$ cat config.mk
export PLATFORM = sky130hd
export DESIGN_NAME = pcsia_core
export DESIGN_NICKNAME = d
export VERILOG_FILES = /design/src/pkg/pcsia_pkg.sv /design/src/logic/pcsia_core.sv
export SDC_FILE = /design/constraint.sdc
export NUM_CORES = 1
export LEC_CHECK = 0
export BUFFER_PORTS_ARGS = -buffer_cell sky130_fd_sc_hd__buf_4
export CAP_MARGIN = 10
export CORE_ASPECT_RATIO = 0.8
export CORE_MARGIN = 8
export CORE_UTILIZATION = 54
export CTS_CLUSTER_SIZE = 25
export DETAILED_ROUTE_END_ITERATION = 10
export PLACE_DENSITY_LB_ADDON = 0.08
export SLEW_MARGIN = 20
export SYNTH_ARGS = -nofsm -noshare
export SYNTH_HDL_FRONTEND = slang
export SYNTH_SLANG_ARGS = --single-unit
$ cat constraint.sdc
create_clock -name sys_clk -period 13.3 [get_ports sys_clk]
set_input_delay 0.665 -clock sys_clk [delete_from_list [all_inputs] [get_ports sys_clk]]
set_output_delay 0.665 -clock sys_clk [all_outputs]
set_load 0.05 [all_outputs]
$ cat src/pkg/pcsia_pkg.sv
// Constants and carrier types for the program-flow block.
// Assumes a single 100 MHz clock, synchronous reset, APB register access.
// Functional notes
// - Fifteen-bit PC, low byte visible, top from latch
// - Any reset clears whole PC
// - Low byte write loads upper bits from latch
// - Direct call: operand eleven bits, latch bits 6:3
// - Call via W: W low, latch high
// - Branch via W: PC+1 plus unsigned W
// - Relative branch: PC+1 plus signed operand
// - Sixteen by fifteen stack outside memory spaces
// - Push on calls/interrupt, pop on returns
// - Push and pop leave latch untouched
// - Fault reset off: stack wraps circularly
// - Overflow/underflow flags always set
// - Fault reset on: reset on over/underflow
// - Pointer and top pair reach any entry
// - Push increments first, pop decrements after
// - Indirect ports use sixteen-bit address pairs
// - Address of indirect port reads zero, no write
// - 0x0000-0x1FFF maps to banked memory
// - 0x2000-0x2FEF maps linear onto 80-byte blocks
// - Unimplemented linear memory reads zero
// - Top bit set: flash low byte, read-only, slower
// - High byte 0x70: EEPROM read-only, slower
package pcsia_pkg;
    // Register indices; byte address is four times the index
    localparam logic [7:0] IDX_INDIRECT_PORT0 = 8'h00;
    localparam logic [7:0] IDX_INDIRECT_PORT1 = 8'h01;
    localparam logic [7:0] IDX_PC_LOW_BYTE    = 8'h02;
    localparam logic [7:0] IDX_IND_ADDR0_LOW  = 8'h04;
    localparam logic [7:0] IDX_IND_ADDR0_HIGH = 8'h05;
    localparam logic [7:0] IDX_IND_ADDR1_LOW  = 8'h06;
    localparam logic [7:0] IDX_IND_ADDR1_HIGH = 8'h07;
    localparam logic [7:0] IDX_PC_UPPER_LATCH = 8'h0A;
    localparam logic [7:0] IDX_STACK_POINTER  = 8'h10;
    localparam logic [7:0] IDX_STACK_TOP_LOW  = 8'h11;
    localparam logic [7:0] IDX_STACK_TOP_HIGH = 8'h12;
    localparam logic [7:0] IDX_STACK_CONTROL  = 8'h13;
    // Stack control field positions
    localparam int         BIT_FAULT_RST_EN   = 0;
    localparam int         BIT_OVERFLOW       = 1;
    localparam int         BIT_UNDERFLOW      = 2;
    // Reset values
    localparam logic [4:0] STACK_PTR_RESET    = 5'h1F;
    localparam logic       FAULT_RST_EN_RESET = 1'b1;
    localparam logic [14:0] PC_RESET          = 15'h0000;
    localparam logic [14:0] INT_VECTOR        = 15'h0004;
    // Stack shape and fault points
    localparam int         STACK_DEPTH        = 16;
    localparam logic [4:0] STACK_PTR_FULL     = 5'h0F;
    localparam logic [4:0] STACK_PTR_EMPTY    = 5'h1F;
    // Indirect address map
    localparam logic [15:0] LINEAR_BASE       = 16'h2000;
    localparam logic [15:0] LINEAR_LAST       = 16'h2FEF;
    localparam logic [15:0] BANKED_LAST       = 16'h1FFF;
    localparam logic [7:0]  EEPROM_HIGH       = 8'h70;
    localparam logic [11:0] LINEAR_BLOCK      = 12'h0050;
    localparam logic [12:0] BANK_SIZE         = 13'h0080;
    localparam logic [12:0] GPR_OFFSET        = 13'h0020;
    localparam logic [6:0]  LINEAR_BANKS      = 7'h19;
    localparam logic [6:0]  PORT_SLOTS        = 7'h02;

    // Operation kinds from the decoder
    typedef enum logic [3:0] {
        PCSIA_OP_FETCH, PCSIA_OP_WRITE_LOW, PCSIA_OP_CALL, PCSIA_OP_CALL_W,
        PCSIA_OP_BRANCH_W, PCSIA_OP_BRANCH_REL, PCSIA_OP_RETURN,
        PCSIA_OP_RETURN_LIT, PCSIA_OP_RETURN_INT, PCSIA_OP_INT_VECTOR
    } pcsia_op_t;

    // Memory space selector
    typedef enum logic [1:0] {
        PCSIA_SPACE_DATA, PCSIA_SPACE_FLASH, PCSIA_SPACE_EEPROM
    } pcsia_space_t;

    // Decoder request, one per instruction
    typedef struct packed {
        logic        valid;
        pcsia_op_t   kind;
        logic [10:0] operand;
        logic [7:0]  working;
        logic [7:0]  result;
    } pcsia_core_op_t;

    // Request to the memory system
    typedef struct packed {
        logic         strobe;
        logic         write;
        pcsia_space_t space;
        logic [14:0]  addr;
        logic [7:0]   wdata;
    } pcsia_mem_req_t;
endpackage

$ cat src/logic/pcsia_core.sv
// Program counter, return stack and indirect address decode with APB access.
// Assumes decoder and memory on sys_clk; memory answers the cycle after strobe.
`timescale 1ns/1ps
`default_nettype none
module pcsia_core (
    input  wire logic                     sys_clk,
    input  wire logic                     rst,
    input  wire logic                     porReset,
    input  wire logic                     psel,
    input  wire logic                     penable,
    input  wire logic                     pwrite,
    input  wire logic [11:0]              paddr,
    input  wire logic [31:0]              pwdata,
    output logic [31:0]                   prdata,
    output logic                          pready,
    output logic                          pslverr,
    input  wire pcsia_pkg::pcsia_core_op_t coreOp,
    output logic [14:0]                   pcOut,
    output logic                          stackFaultReset,
    output pcsia_pkg::pcsia_mem_req_t     memReq,
    input  wire logic [7:0]               memRdata
);
    // Register access phases
    typedef enum logic [2:0] {
        PCSIA_BUS_IDLE, PCSIA_BUS_MEM, PCSIA_BUS_READ, PCSIA_BUS_EXTRA, PCSIA_BUS_DONE
    } pcsia_bus_t;

    // Indirect decode result
    typedef struct packed {
        logic                   hit;      // Real location behind it
        logic                   readOnly; // Writes dropped
        logic                   slow;     // One extra cycle
        pcsia_pkg::pcsia_space_t space;
        logic [14:0]            addr;
    } pcsia_decode_t;

    // Whole module state
    typedef struct packed {
        logic [14:0]                 pc;            // Program counter
        logic [6:0]                  upperLatch;    // High latch
        logic [15:0]                 indAddr0;      // Indirect address 0
        logic [15:0]                 indAddr1;      // Indirect address 1
        logic [4:0]                  stackPtr;      // Entry in use
        logic [15:0][14:0]           stack;         // Return stack
        logic                        faultRstEn;    // Stack fault reset enable
        logic                        overflow;      // Sticky overflow
        logic                        underflow;     // Sticky underflow
        logic                        faultPulse;    // Reset request
        pcsia_bus_t                  bus;           // Access phase
        pcsia_decode_t               dec;           // Latched decode
        logic [31:0]                 rdata;         // Read data
        logic                        err;           // Unmapped access
        pcsia_pkg::pcsia_mem_req_t   mem;           // Memory request
    } pcsia_state_t;

    pcsia_state_t s;      // Registered state
    pcsia_state_t next_s; // Next state

    // Maps a 16-bit indirect address to a memory location
    function automatic pcsia_decode_t decodeAddr(input logic [15:0] a);
        pcsia_decode_t d;
        logic [11:0]   off;
        logic [11:0]   bank;
        logic [11:0]   idx;
        d = '0;
        off = a[11:0];
        bank = off / pcsia_pkg::LINEAR_BLOCK;
        idx = off % pcsia_pkg::LINEAR_BLOCK;
        if (a[15]) begin
            // Flash, low byte only, read-only, slow
            d.hit = 1'b1;
            d.readOnly = 1'b1;
            d.slow = 1'b1;
            d.space = pcsia_pkg::PCSIA_SPACE_FLASH;
            d.addr = a[14:0];
        end else if (a[15:8] == pcsia_pkg::EEPROM_HIGH) begin
            // EEPROM window, read-only, slow
            d.hit = 1'b1;
            d.readOnly = 1'b1;
            d.slow = 1'b1;
            d.space = pcsia_pkg::PCSIA_SPACE_EEPROM;
            d.addr = {7'h00, a[7:0]};
        end else if (a <= pcsia_pkg::BANKED_LAST) begin
            // Banked address; port slots are void
            d.hit = (a[6:0] >= pcsia_pkg::PORT_SLOTS);
            d.space = pcsia_pkg::PCSIA_SPACE_DATA;
            d.addr = {2'b00, a[12:0]};
        end else if (a >= pcsia_pkg::LINEAR_BASE && a <= pcsia_pkg::LINEAR_LAST) begin
            // Linear region skips common bytes
            d.hit = (bank[6:0] < pcsia_pkg::LINEAR_BANKS);
            d.space = pcsia_pkg::PCSIA_SPACE_DATA;
            d.addr = {2'b00, bank[5:0], 7'h00} + {2'b00, pcsia_pkg::GPR_OFFSET} + {3'b000, idx};
        end
        return d;
    endfunction

    // APB request decode
    logic [7:0]  regIdx;     // Register index
    logic        accessNow;  // Access phase seen
    logic        wordOk;     // Index mapped
    logic        isPort;     // Indirect data port
    logic [15:0] portAddr;   // Address used by the port
    logic [14:0] pcNext;     // Incremented PC
    logic [14:0] topEntry;   // Entry at the pointer

    assign regIdx    = paddr[9:2];
    assign accessNow = psel && penable;
    assign isPort    = (regIdx == pcsia_pkg::IDX_INDIRECT_PORT0) || (regIdx == pcsia_pkg::IDX_INDIRECT_PORT1);
    assign portAddr  = (regIdx == pcsia_pkg::IDX_INDIRECT_PORT1) ? s.indAddr1 : s.indAddr0;
    assign pcNext    = s.pc + 15'h0001;
    assign topEntry  = s.stack[s.stackPtr[3:0]];

    // Mapped register indices
    always_comb begin
        case (regIdx)
            pcsia_pkg::IDX_INDIRECT_PORT0, pcsia_pkg::IDX_INDIRECT_PORT1,
            pcsia_pkg::IDX_PC_LOW_BYTE, pcsia_pkg::IDX_IND_ADDR0_LOW,
            pcsia_pkg::IDX_IND_ADDR0_HIGH, pcsia_pkg::IDX_IND_ADDR1_LOW,
            pcsia_pkg::IDX_IND_ADDR1_HIGH, pcsia_pkg::IDX_PC_UPPER_LATCH,
            pcsia_pkg::IDX_STACK_POINTER, pcsia_pkg::IDX_STACK_TOP_LOW,
            pcsia_pkg::IDX_STACK_TOP_HIGH, pcsia_pkg::IDX_STACK_CONTROL: begin
                wordOk = (paddr[11:10] == 2'b00) && (paddr[1:0] == 2'b00);
            end
            default: begin
                wordOk = 1'b0;
            end
        endcase
    end

    // Next state: bus, core ops, stack
    always_comb begin
        logic        busWrite; // Write completes now
        logic [7:0]  wByte;    // Written byte
        logic        overNow;  // Overflow this cycle
        logic        underNow; // Underflow this cycle
        logic [4:0]  ptrUp;    // Pointer after push
        busWrite = 1'b0;
        wByte = pwdata[7:0];
        overNow = 1'b0;
        underNow = 1'b0;
        ptrUp = s.stackPtr + 5'h01;
        next_s = s;
        next_s.faultPulse = 1'b0;
        next_s.mem.strobe = 1'b0;

        // Bus access phases
        case (s.bus)
            PCSIA_BUS_IDLE: begin
                if (accessNow) begin
                    next_s.bus = PCSIA_BUS_DONE;
                    next_s.err = !wordOk;
                    next_s.rdata = '0;
                    if (wordOk && isPort) begin
                        // Indirect access starts a memory cycle
                        next_s.dec = decodeAddr(portAddr);
                        next_s.mem.strobe = next_s.dec.hit && !(pwrite && next_s.dec.readOnly);
                        next_s.mem.write = pwrite;
                        next_s.mem.space = next_s.dec.space;
                        next_s.mem.addr = next_s.dec.addr;
                        next_s.mem.wdata = wByte;
                        next_s.bus = PCSIA_BUS_MEM;
                    end else if (wordOk && !pwrite) begin
                        // Plain register read
                        case (regIdx)
                            pcsia_pkg::IDX_PC_LOW_BYTE: next_s.rdata[7:0] = s.pc[7:0];
                            pcsia_pkg::IDX_IND_ADDR0_LOW: next_s.rdata[7:0] = s.indAddr0[7:0];
                            pcsia_pkg::IDX_IND_ADDR0_HIGH: next_s.rdata[7:0] = s.indAddr0[15:8];
                            pcsia_pkg::IDX_IND_ADDR1_LOW: next_s.rdata[7:0] = s.indAddr1[7:0];
                            pcsia_pkg::IDX_IND_ADDR1_HIGH: next_s.rdata[7:0] = s.indAddr1[15:8];
                            pcsia_pkg::IDX_PC_UPPER_LATCH: next_s.rdata[6:0] = s.upperLatch;
                            pcsia_pkg::IDX_STACK_POINTER: next_s.rdata[4:0] = s.stackPtr;
                            pcsia_pkg::IDX_STACK_TOP_LOW: next_s.rdata[7:0] = topEntry[7:0];
                            pcsia_pkg::IDX_STACK_TOP_HIGH: next_s.rdata[6:0] = topEntry[14:8];
                            pcsia_pkg::IDX_STACK_CONTROL: begin
                                next_s.rdata[pcsia_pkg::BIT_FAULT_RST_EN] = s.faultRstEn;
                                next_s.rdata[pcsia_pkg::BIT_OVERFLOW] = s.overflow;
                                next_s.rdata[pcsia_pkg::BIT_UNDERFLOW] = s.underflow;
                            end
                            default: next_s.rdata = '0;
                        endcase
                    end
                end
            end
            PCSIA_BUS_MEM: begin
                // Strobe stands now; the answer comes next cycle
                next_s.bus = PCSIA_BUS_READ;
            end
            PCSIA_BUS_READ: begin
                // Memory answers now; void locations read zero
                next_s.rdata = {24'h00_0000, s.dec.hit ? memRdata : 8'h00};
                next_s.bus = s.dec.slow ? PCSIA_BUS_EXTRA : PCSIA_BUS_DONE;
            end
            PCSIA_BUS_EXTRA: begin
                // Extra cycle for flash and EEPROM
                next_s.bus = PCSIA_BUS_DONE;
            end
            PCSIA_BUS_DONE: begin
                // Transfer completes this edge
                next_s.bus = PCSIA_BUS_IDLE;
                busWrite = accessNow && pwrite && !s.err;
            end
            default: begin
                next_s.bus = PCSIA_BUS_IDLE;
            end
        endcase

        // Register writes at completion
        if (busWrite) begin
            case (regIdx)
                pcsia_pkg::IDX_PC_LOW_BYTE: next_s.pc = {s.upperLatch, wByte};
                pcsia_pkg::IDX_IND_ADDR0_LOW: next_s.indAddr0[7:0] = wByte;
                pcsia_pkg::IDX_IND_ADDR0_HIGH: next_s.indAddr0[15:8] = wByte;
                pcsia_pkg::IDX_IND_ADDR1_LOW: next_s.indAddr1[7:0] = wByte;
                pcsia_pkg::IDX_IND_ADDR1_HIGH: next_s.indAddr1[15:8] = wByte;
                pcsia_pkg::IDX_PC_UPPER_LATCH: next_s.upperLatch = wByte[6:0];
                pcsia_pkg::IDX_STACK_POINTER: next_s.stackPtr = wByte[4:0];
                pcsia_pkg::IDX_STACK_TOP_LOW: next_s.stack[s.stackPtr[3:0]][7:0] = wByte;
                pcsia_pkg::IDX_STACK_TOP_HIGH: next_s.stack[s.stackPtr[3:0]][14:8] = wByte[6:0];
                pcsia_pkg::IDX_STACK_CONTROL: begin
                    // Flags clear on zero
                    next_s.faultRstEn = wByte[pcsia_pkg::BIT_FAULT_RST_EN];
                    next_s.overflow = s.overflow && wByte[pcsia_pkg::BIT_OVERFLOW];
                    next_s.underflow = s.underflow && wByte[pcsia_pkg::BIT_UNDERFLOW];
                end
                default: ;
            endcase
        end

        // Core ops win over a bus write
        if (coreOp.valid) begin
            case (coreOp.kind)
                pcsia_pkg::PCSIA_OP_FETCH: begin
                    next_s.pc = pcNext;
                end
                pcsia_pkg::PCSIA_OP_WRITE_LOW: begin
                    next_s.pc = {s.upperLatch, coreOp.result};
                end
                pcsia_pkg::PCSIA_OP_CALL, pcsia_pkg::PCSIA_OP_CALL_W, pcsia_pkg::PCSIA_OP_INT_VECTOR: begin
                    // Push: bump pointer, then store
                    overNow = (s.stackPtr == pcsia_pkg::STACK_PTR_FULL);
                    next_s.stackPtr = ptrUp;
                    next_s.stack[ptrUp[3:0]] = pcNext;
                    case (coreOp.kind)
                        pcsia_pkg::PCSIA_OP_CALL: begin
                            next_s.pc = {s.upperLatch[6:3], coreOp.operand};
                        end
                        pcsia_pkg::PCSIA_OP_CALL_W: begin
                            next_s.pc = {s.upperLatch, coreOp.working};
                        end
                        default: begin
                            next_s.pc = pcsia_pkg::INT_VECTOR;
                        end
                    endcase
                end
                pcsia_pkg::PCSIA_OP_RETURN, pcsia_pkg::PCSIA_OP_RETURN_LIT, pcsia_pkg::PCSIA_OP_RETURN_INT: begin
                    // Pop: read entry, then lower pointer
                    underNow = (s.stackPtr == pcsia_pkg::STACK_PTR_EMPTY);
                    next_s.pc = topEntry;
                    next_s.stackPtr = s.stackPtr - 5'h01;
                end
                pcsia_pkg::PCSIA_OP_BRANCH_W: begin
                    next_s.pc = pcNext + {7'h00, coreOp.working};
                end
                pcsia_pkg::PCSIA_OP_BRANCH_REL: begin
                    next_s.pc = pcNext + {{6{coreOp.operand[8]}}, coreOp.operand[8:0]};
                end
                default: begin
                    next_s.pc = s.pc;
                end
            endcase
        end

        // Sticky flags; event wins over clear
        if (overNow) begin
            next_s.overflow = 1'b1;
        end
        if (underNow) begin
            next_s.underflow = 1'b1;
        end
        // Fault reset request when enabled
        next_s.faultPulse = (overNow || underNow) && s.faultRstEn;
    end

    // State register; flags survive all resets but power-on
    always_ff @(posedge sys_clk) begin
        if (rst) begin
            s <= '0;
            s.pc <= pcsia_pkg::PC_RESET;
            s.stackPtr <= pcsia_pkg::STACK_PTR_RESET;
            s.faultRstEn <= pcsia_pkg::FAULT_RST_EN_RESET;
            s.bus <= PCSIA_BUS_IDLE;
            s.overflow <= porReset ? 1'b0 : s.overflow;
            s.underflow <= porReset ? 1'b0 : s.underflow;
        end else begin
            s <= next_s;
        end
    end

    // Outputs
    assign pready          = (s.bus == PCSIA_BUS_DONE);
    assign pslverr         = (s.bus == PCSIA_BUS_DONE) && s.err;
    assign prdata          = s.rdata;
    assign pcOut           = s.pc;
    assign stackFaultReset = s.faultPulse;
    assign memReq          = s.mem;
endmodule
`default_nettype wire

# Yosys cells after proc, flatten, opt, wreduce, memory -nomap -nowiden

Index checks and enable logic that the tools add are counted.

Flip-flop bits (word level): 369
Output and inout port bits: 77

Add/sub/neg operators: 7
Divide/modulo/power cells: 2
Magnitude comparators: 9
Eq/ne operators: 30
Multiplexer cells: 64
Bitwise gates (word level): 3
Reduce and logical (&&, ||, !) cells: 49

Operator list:

| cell                                                            | number |
|---|---|
| 240-bit bitwise mux                                             | 3 |
| 240-bit one-hot mux with 2 select lines                         | 1 |
| 302-bit two-way mux                                             | 1 |
| 245-bit two-way mux                                             | 1 |
| 240-bit two-way mux                                             | 1 |
| 15-bit demux with 4-bit select                                  | 3 |
| 15-bit two-way mux                                              | 7 |
| 20-bit two-way mux                                              | 5 |
| 15-bit one-hot mux with 6 select lines                          | 1 |
| 86-bit two-way mux                                              | 1 |
| 83-bit two-way mux                                              | 1 |
| 8-bit two-way mux                                               | 8 |
| 32-bit one-hot mux with 2 select lines                          | 1 |
| 15-bit binary-select mux with 4-bit select                      | 1 |
| 8-bit by 3-bit == test with 1-bit output, second input constant | 4 |
| 8-bit by 5-bit == test with 1-bit output, second input constant | 4 |
| 15-bit one-hot mux with 2 select lines                          | 1 |
| 3-bit one-hot mux with 10 select lines                          | 1 |
| 28-bit two-way mux                                              | 1 |
| 27-bit two-way mux                                              | 1 |
| 23-bit two-way mux                                              | 1 |
| 2-bit one-hot mux with 9 select lines                           | 1 |
| 17-bit two-way mux                                              | 1 |
| 4-bit by 3-bit == test with 1-bit output, second input constant | 4 |
| 56 further kinds                                                | 110 |

# Longest topological paths before layout

Gate-level depths: netlist of run 1.

Word-level depth: 19
Gate-level depth with buffers: 24

# Worst setup path before layout of run 1

Ideal clock, no wire load.

Kind: input to register
Start point: input port coreOp[27] in the netlist's numbering
End point: register s, in the netlist pcOut[13]
Library setup time: 0.132 ns
Arrival time: 4.749 ns
Path slack: 8.420 ns
Cell stages on the path: 16
Buffers on the path: 2
Cells stage by stage: clkbuf_1 -> inv_1 -> clkbuf_1 -> nor4_1 -> mux2_2 -> ha_1 -> a21o_1 -> a21oi_1 -> o21ai_0 -> a2111oi_0 -> o31ai_1 -> o41a_1 -> a31oi_1 -> xnor2_1 -> a21oi_1 -> nor3_1

Word-level cells in the longest chain between the ends: 4
Elaborated cells on any way between the ends: 17
Classes of those cells: eq/ne: 10; mux: 3; reduce/logical: 4

Ends and longest elaborated chain:

| item                                                                                                       | RTL line                             | text |
|---|---|---|
| from (decl)                                                                                                | pcsia_core.sv:17                     | `input wire pcsia_pkg::pcsia_core_op_t coreOp,` |
| 4-bit by 2-bit == test with 1-bit output (tied with other cells)                                           | pcsia_core.sv:231, pcsia_core.sv:243 |  |
| 15-bit one-hot mux with 2 select lines or 3-bit OR reduction (tied branches)                               | pcsia_core.sv:243, pcsia_core.sv:231 |  |
| 15-bit one-hot mux with 6 select lines or 7-bit by 1-bit inequality test with 1-bit output (tied branches) | -                                    |  |
| 15-bit two-way mux or 3-bit AND reduction (tied branches)                                                  | -                                    |  |
| to (signal assigned)                                                                                       | pcsia_core.sv:295                    | `s <= next_s;` |
| to (decl)                                                                                                  | pcsia_core.sv:56                     | `pcsia_state_t s;` |

Several ways; a longest one is shown, not always the timed one.
A chain may end at the register's enable or synchronous reset.

# Worst setup path after layout of run 1

Start point: input port paddr[6]
End point: register s, in the netlist memReq[19]

Word-level cells in the longest chain between the ends: 12
Elaborated cells on any way between the ends: 34
Classes of those cells: add/sub: 2; div: 2; order compare: 3; eq/ne: 12; mux: 9; reduce/logical: 6

Ends and longest elaborated chain:

| item                                       | RTL line                                                | text |
|---|---|---|
| from (decl)                                | pcsia_core.sv:12                                        | `input wire logic [11:0] paddr,` |
| 8-bit by 1-bit == test with 1-bit output   | pcsia_core.sv:108, pcsia_core.sv:109, pcsia_core.sv:115 |  |
| 16-bit two-way mux                         | pcsia_core.sv:109                                       | `assign portAddr = (regIdx == pcsia_pkg::IDX_INDIRECT_PORT1) ? s.indAddr1 : s.indAddr0;` |
| 12-bit by 7-bit divider with 12-bit output | pcsia_core.sv:67                                        | `bank = off / pcsia_pkg::LINEAR_BLOCK;` |
| 13-bit by 6-bit adder with 14-bit output   | pcsia_core.sv:92                                        | `d.addr = {2'b00, bank[5:0], 7'h00} + {2'b00, pcsia_pkg::GPR_OFFSET} + {3'b000, idx};` |
| 14-bit by 12-bit adder with 15-bit output  | pcsia_core.sv:92                                        |  |
| 15-bit two-way mux                         | pcsia_core.sv:88                                        | `end else if (a >= pcsia_pkg::LINEAR_BASE && a <= pcsia_pkg::LINEAR_LAST) begin` |
| 15-bit two-way mux                         | pcsia_core.sv:83                                        | `end else if (a <= pcsia_pkg::BANKED_LAST) begin` |
| 17-bit two-way mux                         | pcsia_core.sv:76                                        | `end else if (a[15:8] == pcsia_pkg::EEPROM_HIGH) begin` |
| 20-bit two-way mux                         | pcsia_core.sv:69                                        | `if (a[15]) begin` |
| 20-bit two-way mux                         | pcsia_core.sv:153                                       | `if (wordOk && isPort) begin` |
| 20-bit two-way mux                         | pcsia_core.sv:149                                       | `if (accessNow) begin` |
| 20-bit two-way mux                         | pcsia_core.sv:147                                       | `case (s.bus)` |

Several ways; a longest one is shown, not always the timed one. The select of a mux whose other input is x is not followed.

==> key figures, run 1 <==
Final layout
  • Diodes inserted: 0
  • Layout area overhead: 9.05%
  • Final Util: 59.3%
  • Net count, final: 2565
  • Layout cells sized above 1: 14.9%

Pwr
  • Leak: 8.35 nW
  • P per Cell Area: 108 nW/um2
  • Peak supply drop: 0.100 mV

Floorplan
  • Rows: 65
  • CORE AREA: 39100 um2
  • I/O Pins: 167
  • Starting Density: 54.4%
  • Die area: 46100 um2
  • Die W: 238 um
  • Die H: 194 um

STA
  • Least-Margin Pin Slew: 1180 ps
  • Tmin final: 5480 ps
  • # setup viols final: 0
  • Hold Slack: 397 ps
  • Clk_skew: 26.2 ps
  • Headroom to the max-slew limit: 21.2%
  • Final Hold Vio Count: 0
  • Final Cycle Share: 41.2%
  • FMAX: 182 MHz
  • PnR worst setup slack: 7820 ps
  • Setup TNS: 0 ps
  • Final Max Tran Viols: 0
  • RSZ-0062 raised after global routing: no

Clock network
  • CTS tree: built
  • CTS root buffer: clkbuf_16
  • Clock transition at path regs: 60 ps
  • Cts repair resizes: 0
  • Cts hold-fix bufs: 0
  • Setup Fix Bufs, Post-CTS: 0
  • CTS Buf Count: 39
  • Max clock buf depth: 3
  • Htree depth: 2
  • Worst skew pair latency: 560 ps
  • Clock sinks: 344

Synthesis
  • Syn Inst Count: 2555
  • Ys async rst share: 0%
  • Avg Inst Size Synth: 8.33 um2
  • EDFF count, synth: 2
  • Synth warnings: 0
  • Register area share after synthesis: 32.4%
  • Cell variety after synth: 77
  • Top FF cell, synth: dfxtp_1
  • Synthesized cell area: 21300 um2
  • Flops & latches, synth: 344

Status
  • Status: complete, no violations

Global routing
  • Initial antenna violation count: 2
  • First-pass GRT wire length: 109000 um
  • Grt total ovfl: 0
  • Total global routing track utilization: 29.4%
  • Vias in the first global route: 18470
  • Largest net degree at the start of global routing: 127

Detailed routing
  • Vias per cell: 6.57
  • DRT Pass-1 Iters: 6
  • Drt drc: 0
  • Routed met2 length: 29900 um
  • Uppermost layer routed: met5
  • Routed len/inst: 23.6 um
  • Vias: 19770
  • WL met3: 7460 um
  • Total wire length: 71000 um
  • Antenna Violating Nets Remaining: 0
  • DRT iter0 DRCs: 2579
  • WL met1: 31300 um

Critical path
  • CP max-delay cell: or4_1
  • Crit-path cells: buf_4 -> nor4_4 -> and3_1 -> buf_4 -> mux2_2 -> mux2i_1 -> nand3_1 -> or4_1 -> and4b_1 -> xnor2_1 -> nor3_1 -> a31o_2 -> ha_1 -> a21o_1 -> a21oi_1 -> o21bai_1 -> a21oi_1 -> xor2_1 -> o22ai_1 -> a222oi_1 -> nor2_1
  • Required time worst endpoint: 13700 ps
  • Crit path DAT: 5890 ps
  • Crit path max fanout: 29
  • Critical path class: primary input to register
  • Max incr delay on CP: 530 ps
  • Setup crit end kind: register
  • Startpoint Class: primary input

Place
  • Post-DP HPWL: 45700 um
  • RePlAce Congestion: 0.910
  • Pre-CTS setup slack: 7290 ps
  • Number of I/O port buffers: 118

Hold path
  • HP Class: primary input to register

Job
  • Max cap viols: 0
path summary, 6_finish.rpt:
| path | startpoint | endpoint | slack (ps) | cells after the start |
|---|---|---|---|---|
| hold / removal | pwrite | memReq[26] | 400 | 2 |
| hold reg to reg | memReq[4] | memReq[4] | 460 | 2 |
| setup reg to reg | s[357] | memReq[19] | 8190 | 19 |
| setup / recovery | paddr[6] | memReq[19] | 7820 | 21 |
logic make-up after synthesis:
kind of cell / share of synthesized area [%]
AOI/OAI and AO/OA: 18.6
xor gates and xnor gates: 1.77
adders and majority gates: 1.74
buffers and inverters: 7.84
DFF: 32.4
muxes: 17.5
other: 0.0176
and+or+nand+nor: 20.1
metal layers:
metal  vias up  track usage (%)
met5         -                0
met4         2             9.88
met3       148             6.18
met2      1010             42.5
met1      9572             43.1
li1       9038                -
per-stage QoR:
step	cell area [um2]	total power, W	cells
CTS	23100	0.00250	3008
global route	23200	0.00257	3008
floorplan	21400	0.00130	2583
global placement	21800	0.00138	2941
finish	23200	0.00250	3008
detailed placement	21800	0.00138	2941
flip-flops by register name, summed over array words and instances (netlist names):
| name | flops |
|---|---|
| stackFaultReset | 1 |
| s | 293 |
| prdata | 8 |
| memReq | 27 |
| pcOut | 15 |
area by class of cell:
class	count	area (um2)
clock buffer	53	1130
clock inverter	14	190
fill	3435	15900
inverter	23	86.3
multi-input combinational	1881	13000
sequential	344	6910
tap	536	671
timing repair buffer	157	1190
critical path: cells and delay by family:
kind / cells / cell delay, ps
AO/OA/AOI/OAI: 7 / 1250
XOR/XNOR: 2 / 460
buffers and inverters: 2 / 480
AND/OR/NAND/NOR: 7 / 2010
adder cells (fa/ha/maj): 1 / 220
multiplexers: 2 / 790
Yosys cell counts (7+ instances only):
master	number	share of area [%]
a211oi_1	124	4.4
a21o_1	7	0.25
a21oi_1	85	2.0
a221oi_1	7	0.29
a22oi_1	13	0.46
a311oi_1	146	6.0
a31oi_1	14	0.41
and3_1	18	0.53
buf_1	18	0.32
buf_2	8	0.19
buf_4	74	2.6
clkbuf_1	230	4.1
dfxtp_1	342	32
ha_1	28	1.6
inv_1	21	0.37
mux2_2	17	0.90
mux2i_1	166	7.8
mux4_2	83	8.8
nand2_1	277	4.9
nand2b_1	17	0.50
nand3_1	178	4.2
nor2_1	386	6.8
nor2b_1	16	0.47
nor3_1	33	0.78
nor4_1	7	0.21
o211ai_1	10	0.35
o21ai_0	49	1.2
o221ai_1	13	0.53
o22ai_1	14	0.41
xnor2_1	27	1.1
xor2_1	16	0.66
cell usage in the layout (no fill, tap or decap), types with 7 or more instances in the layout:
cell	Yosys	final
clkbuf_16	0	41
a21o_1	7	7
o22ai_1	14	14
o211ai_1	10	10
conb_1	1	29
ha_1	28	28
a221oi_1	7	7
mux4_2	83	83
nor2_1	386	385
buf_4	74	156
xnor2_1	27	18
inv_1	21	21
nand3_1	178	166
a21oi_1	85	85
o21ai_0	49	49
and3_1	18	18
a22oi_1	13	13
nand2b_1	17	17
mux2i_1	166	166
a31oi_1	14	14
nor2b_1	16	14
dfxtp_1	342	339
a211oi_1	124	124
nor3_1	33	33
mux2_2	17	17
xor2_1	16	16
a311oi_1	146	146
nand2_1	277	277
o221ai_1	13	13
nand3_2	1	13
power breakdown:
group	switching, W	internal (W)
clock network	0.000457	0.000674
registers	0.0000181	0.00105
logic	0.000214	0.0000927
Note: power is estimated with default switching activity, not from simulation.
==> run 2: changes to the inputs <==
Clock period 13.3 ns to 5.3 ns, I/O delays scaled along.
==> run 2 against run 1 <==
- clock-buffer cell count is 2 lower
- non-clock buffer count is 30 higher
- power grew to 2.5 times the previous value
- via count is 0.68% higher
- die area stayed put
- core utilization is 0.41 points higher
- critical endpoint unchanged
- largest cell class unchanged
==> key figures, run 2 (synthesis results as in run 1) <==
Detailed routing
  • WL met3: 7570 um
  • Routed len/inst: 23.5 um
  • Antenna Violating Nets Remaining: 0
  • Total wire length: 71400 um
  • Vias per cell: 6.55
  • Vias: 19904
  • DRT iter0 DRCs: 2608
  • Uppermost layer routed: met5
  • Drt drc: 0
  • Routed met2 length: 29900 um
  • WL met1: 31600 um
  • DRT Pass-1 Iters: 5

Pwr
  • Reg power frac: 42.4%
  • Switching power: 0.00171 W
  • P_int: 0.00460 W
  • Net Sw Frac: 27.1%
  • Peak supply drop: 0.262 mV
  • P per Cell Area: 270 nW/um2
  • Leak: 8.50 nW
  • Power share of the clock group: 45.5%
  • Combinational power share: 12.1%

Global routing
  • Total global routing track utilization: 29.9%
  • First-pass GRT wire length: 111000 um
  • Initial antenna violation count: 2
  • Largest net degree at the start of global routing: 198
  • Grt total ovfl: 0
  • Vias in the first global route: 18889

STA
  • Final Max Tran Viols: 0
  • Tmin final: 4840 ps
  • Hold Slack: 26.1 ps
  • PnR worst setup slack: 464 ps
  • Final Hold Vio Count: 0
  • RSZ-0062 raised after global routing: no
  • Least-Margin Pin Slew: 1200 ps
  • FMAX: 207 MHz
  • Clk_skew: 29.3 ps
  • Headroom to the max-slew limit: 19.8%
  • Final Cycle Share: 91.3%
  • # setup viols final: 0
  • Setup TNS: 0 ps

Clock network
  • Max clock buf depth: 3
  • Htree depth: 2
  • Worst skew pair latency: 550 ps
  • CTS tree: built
  • CTS Buf Count: 39
  • Setup Fix Bufs, Post-CTS: 0
  • Cts repair resizes: 0
  • Clock sinks: 344
  • CTS root buffer: clkbuf_16
  • Cts hold-fix bufs: 2
  • Clock transition at path regs: 60 ps

Final layout
  • Diodes inserted: 0
  • Finished Cell Area: 23400 um2
  • Max reg flops: 293
  • Most common cell after layout, fill and taps aside: nor2_1
  • Final Util: 59.8%
  • Fill cell total of the finished layout: 3426
  • Layout cells sized above 1: 15.4%
  • Reg with most FFs: s
  • Net count, final: 2595
  • Layout area overhead: 9.80%
  • Commonest cells after routing, fill and taps aside: nor2_1, dfxtp_1, nand2_1, buf_4, nand3_1

Job
  • Max cap viols: 0

Place
  • RePlAce Congestion: 0.914
  • Pre-CTS setup slack: 310 ps
  • DP Area: 22000 um2
  • Number of I/O port buffers: 118
  • Post-DP HPWL: 46900 um

Critical path
  • Startpoint Class: register
  • WP depth: 19
  • R2r startpoint: s[357]
  • Worst Path Buf+Inv: 0
  • Required time worst endpoint: 5700 ps
  • Setup crit end kind: register
  • Critical path class: register to register
  • Reg2reg setup slack: 460 ps
  • Delay-heaviest family, CP: compound AO/OA/AOI/OAI gates
  • Worst R2R Path Depth: 19
  • Crit path DAT: 5240 ps
  • Setup crit start: s[357]
  • Critical Path Most Common Cell: a21oi_1
  • RR Endpoint: memReq[19]
  • Crit path max fanout: 11
  • CP max-delay cell: dfxtp_1
  • Worst setup endpoint: memReq[19]
  • Max incr delay on CP: 570 ps
  • Crit-path cells: nor2b_1 -> mux2_2 -> nand3_1 -> o211ai_1 -> or4_1 -> o2bb2a_2 -> and4b_1 -> xnor2_1 -> nor3_1 -> a31o_2 -> ha_1 -> a21o_1 -> a21oi_1 -> o21bai_1 -> a21oi_1 -> xor2_1 -> o22ai_1 -> a222oi_1 -> nor2_1

Floorplan
  • CORE AREA: 39100 um2
  • Die W: 238 um
  • Die H: 194 um
  • Starting Density: 54.4%
  • I/O Pins: 167
  • Rows: 65
  • Die area: 46100 um2

Status
  • Status: complete, no violations

Hold path
  • HP Class: primary input to register
[run 2: routing by layer]
| layer | vias up | track usage [%] |
|---|---|---|
| met2 | 1010 | 43.0 |
| met1 | 9660 | 43.9 |
| met5 | - | 0 |
| li1 | 9097 | - |
| met4 | 2 | 9.97 |
| met3 | 135 | 6.36 |
[run 2: power groups by stage]
stage	clock network (W)	logic, W	registers (W)
after floorplan	0	0.000553	0.00270
after global placement	0	0.000729	0.00273
after detailed placement	0	0.000740	0.00273
after CTS	0.00290	0.000743	0.00268
after global routing	0.00300	0.000803	0.00268
final	0.00287	0.000761	0.00268
[run 2: metrics by stage]
| step | std cells | total power [W] |
|---|---|---|
| finish | 3039 | 0.00631 |
| global route | 3039 | 0.00649 |
| CTS | 3039 | 0.00632 |
| detailed placement | 2969 | 0.00347 |
| global placement | 2969 | 0.00346 |
| floorplan | 2583 | 0.00325 |
[run 2: area by class of cell]
cell class | count | area (um2) | area share, %
sequential | 344 | 6910 | 29.6
clock buffer | 51 | 1090 | 4.67
inverter | 23 | 86.3 | 0.369
timing repair buffer | 187 | 1430 | 6.11
multi-input combinational | 1881 | 12900 | 55.4
tap | 536 | 671 | 2.87
clock inverter | 17 | 241 | 1.03
[run 2: worst min-delay path by stage]
stage                 end  depth (start not counted)         from
3_5_place_dp    memReq[0]                          2    memReq[0]
4_1_cts         prdata[3]                          3  memRdata[3]
2_1_floorplan  memReq[26]                          1       pwrite
3_3_place_gp    memReq[4]                          2    memReq[4]
6_report        prdata[3]                          3  memRdata[3]
5_1_grt         prdata[3]                          3  memRdata[3]
[run 2: tightest hold or removal path: cells and delay by family]
family	cells	cell delay [ps]
buffers and inverters	1	110
AO/OA/AOI/OAI	1	80
AND/OR/NAND/NOR	1	50
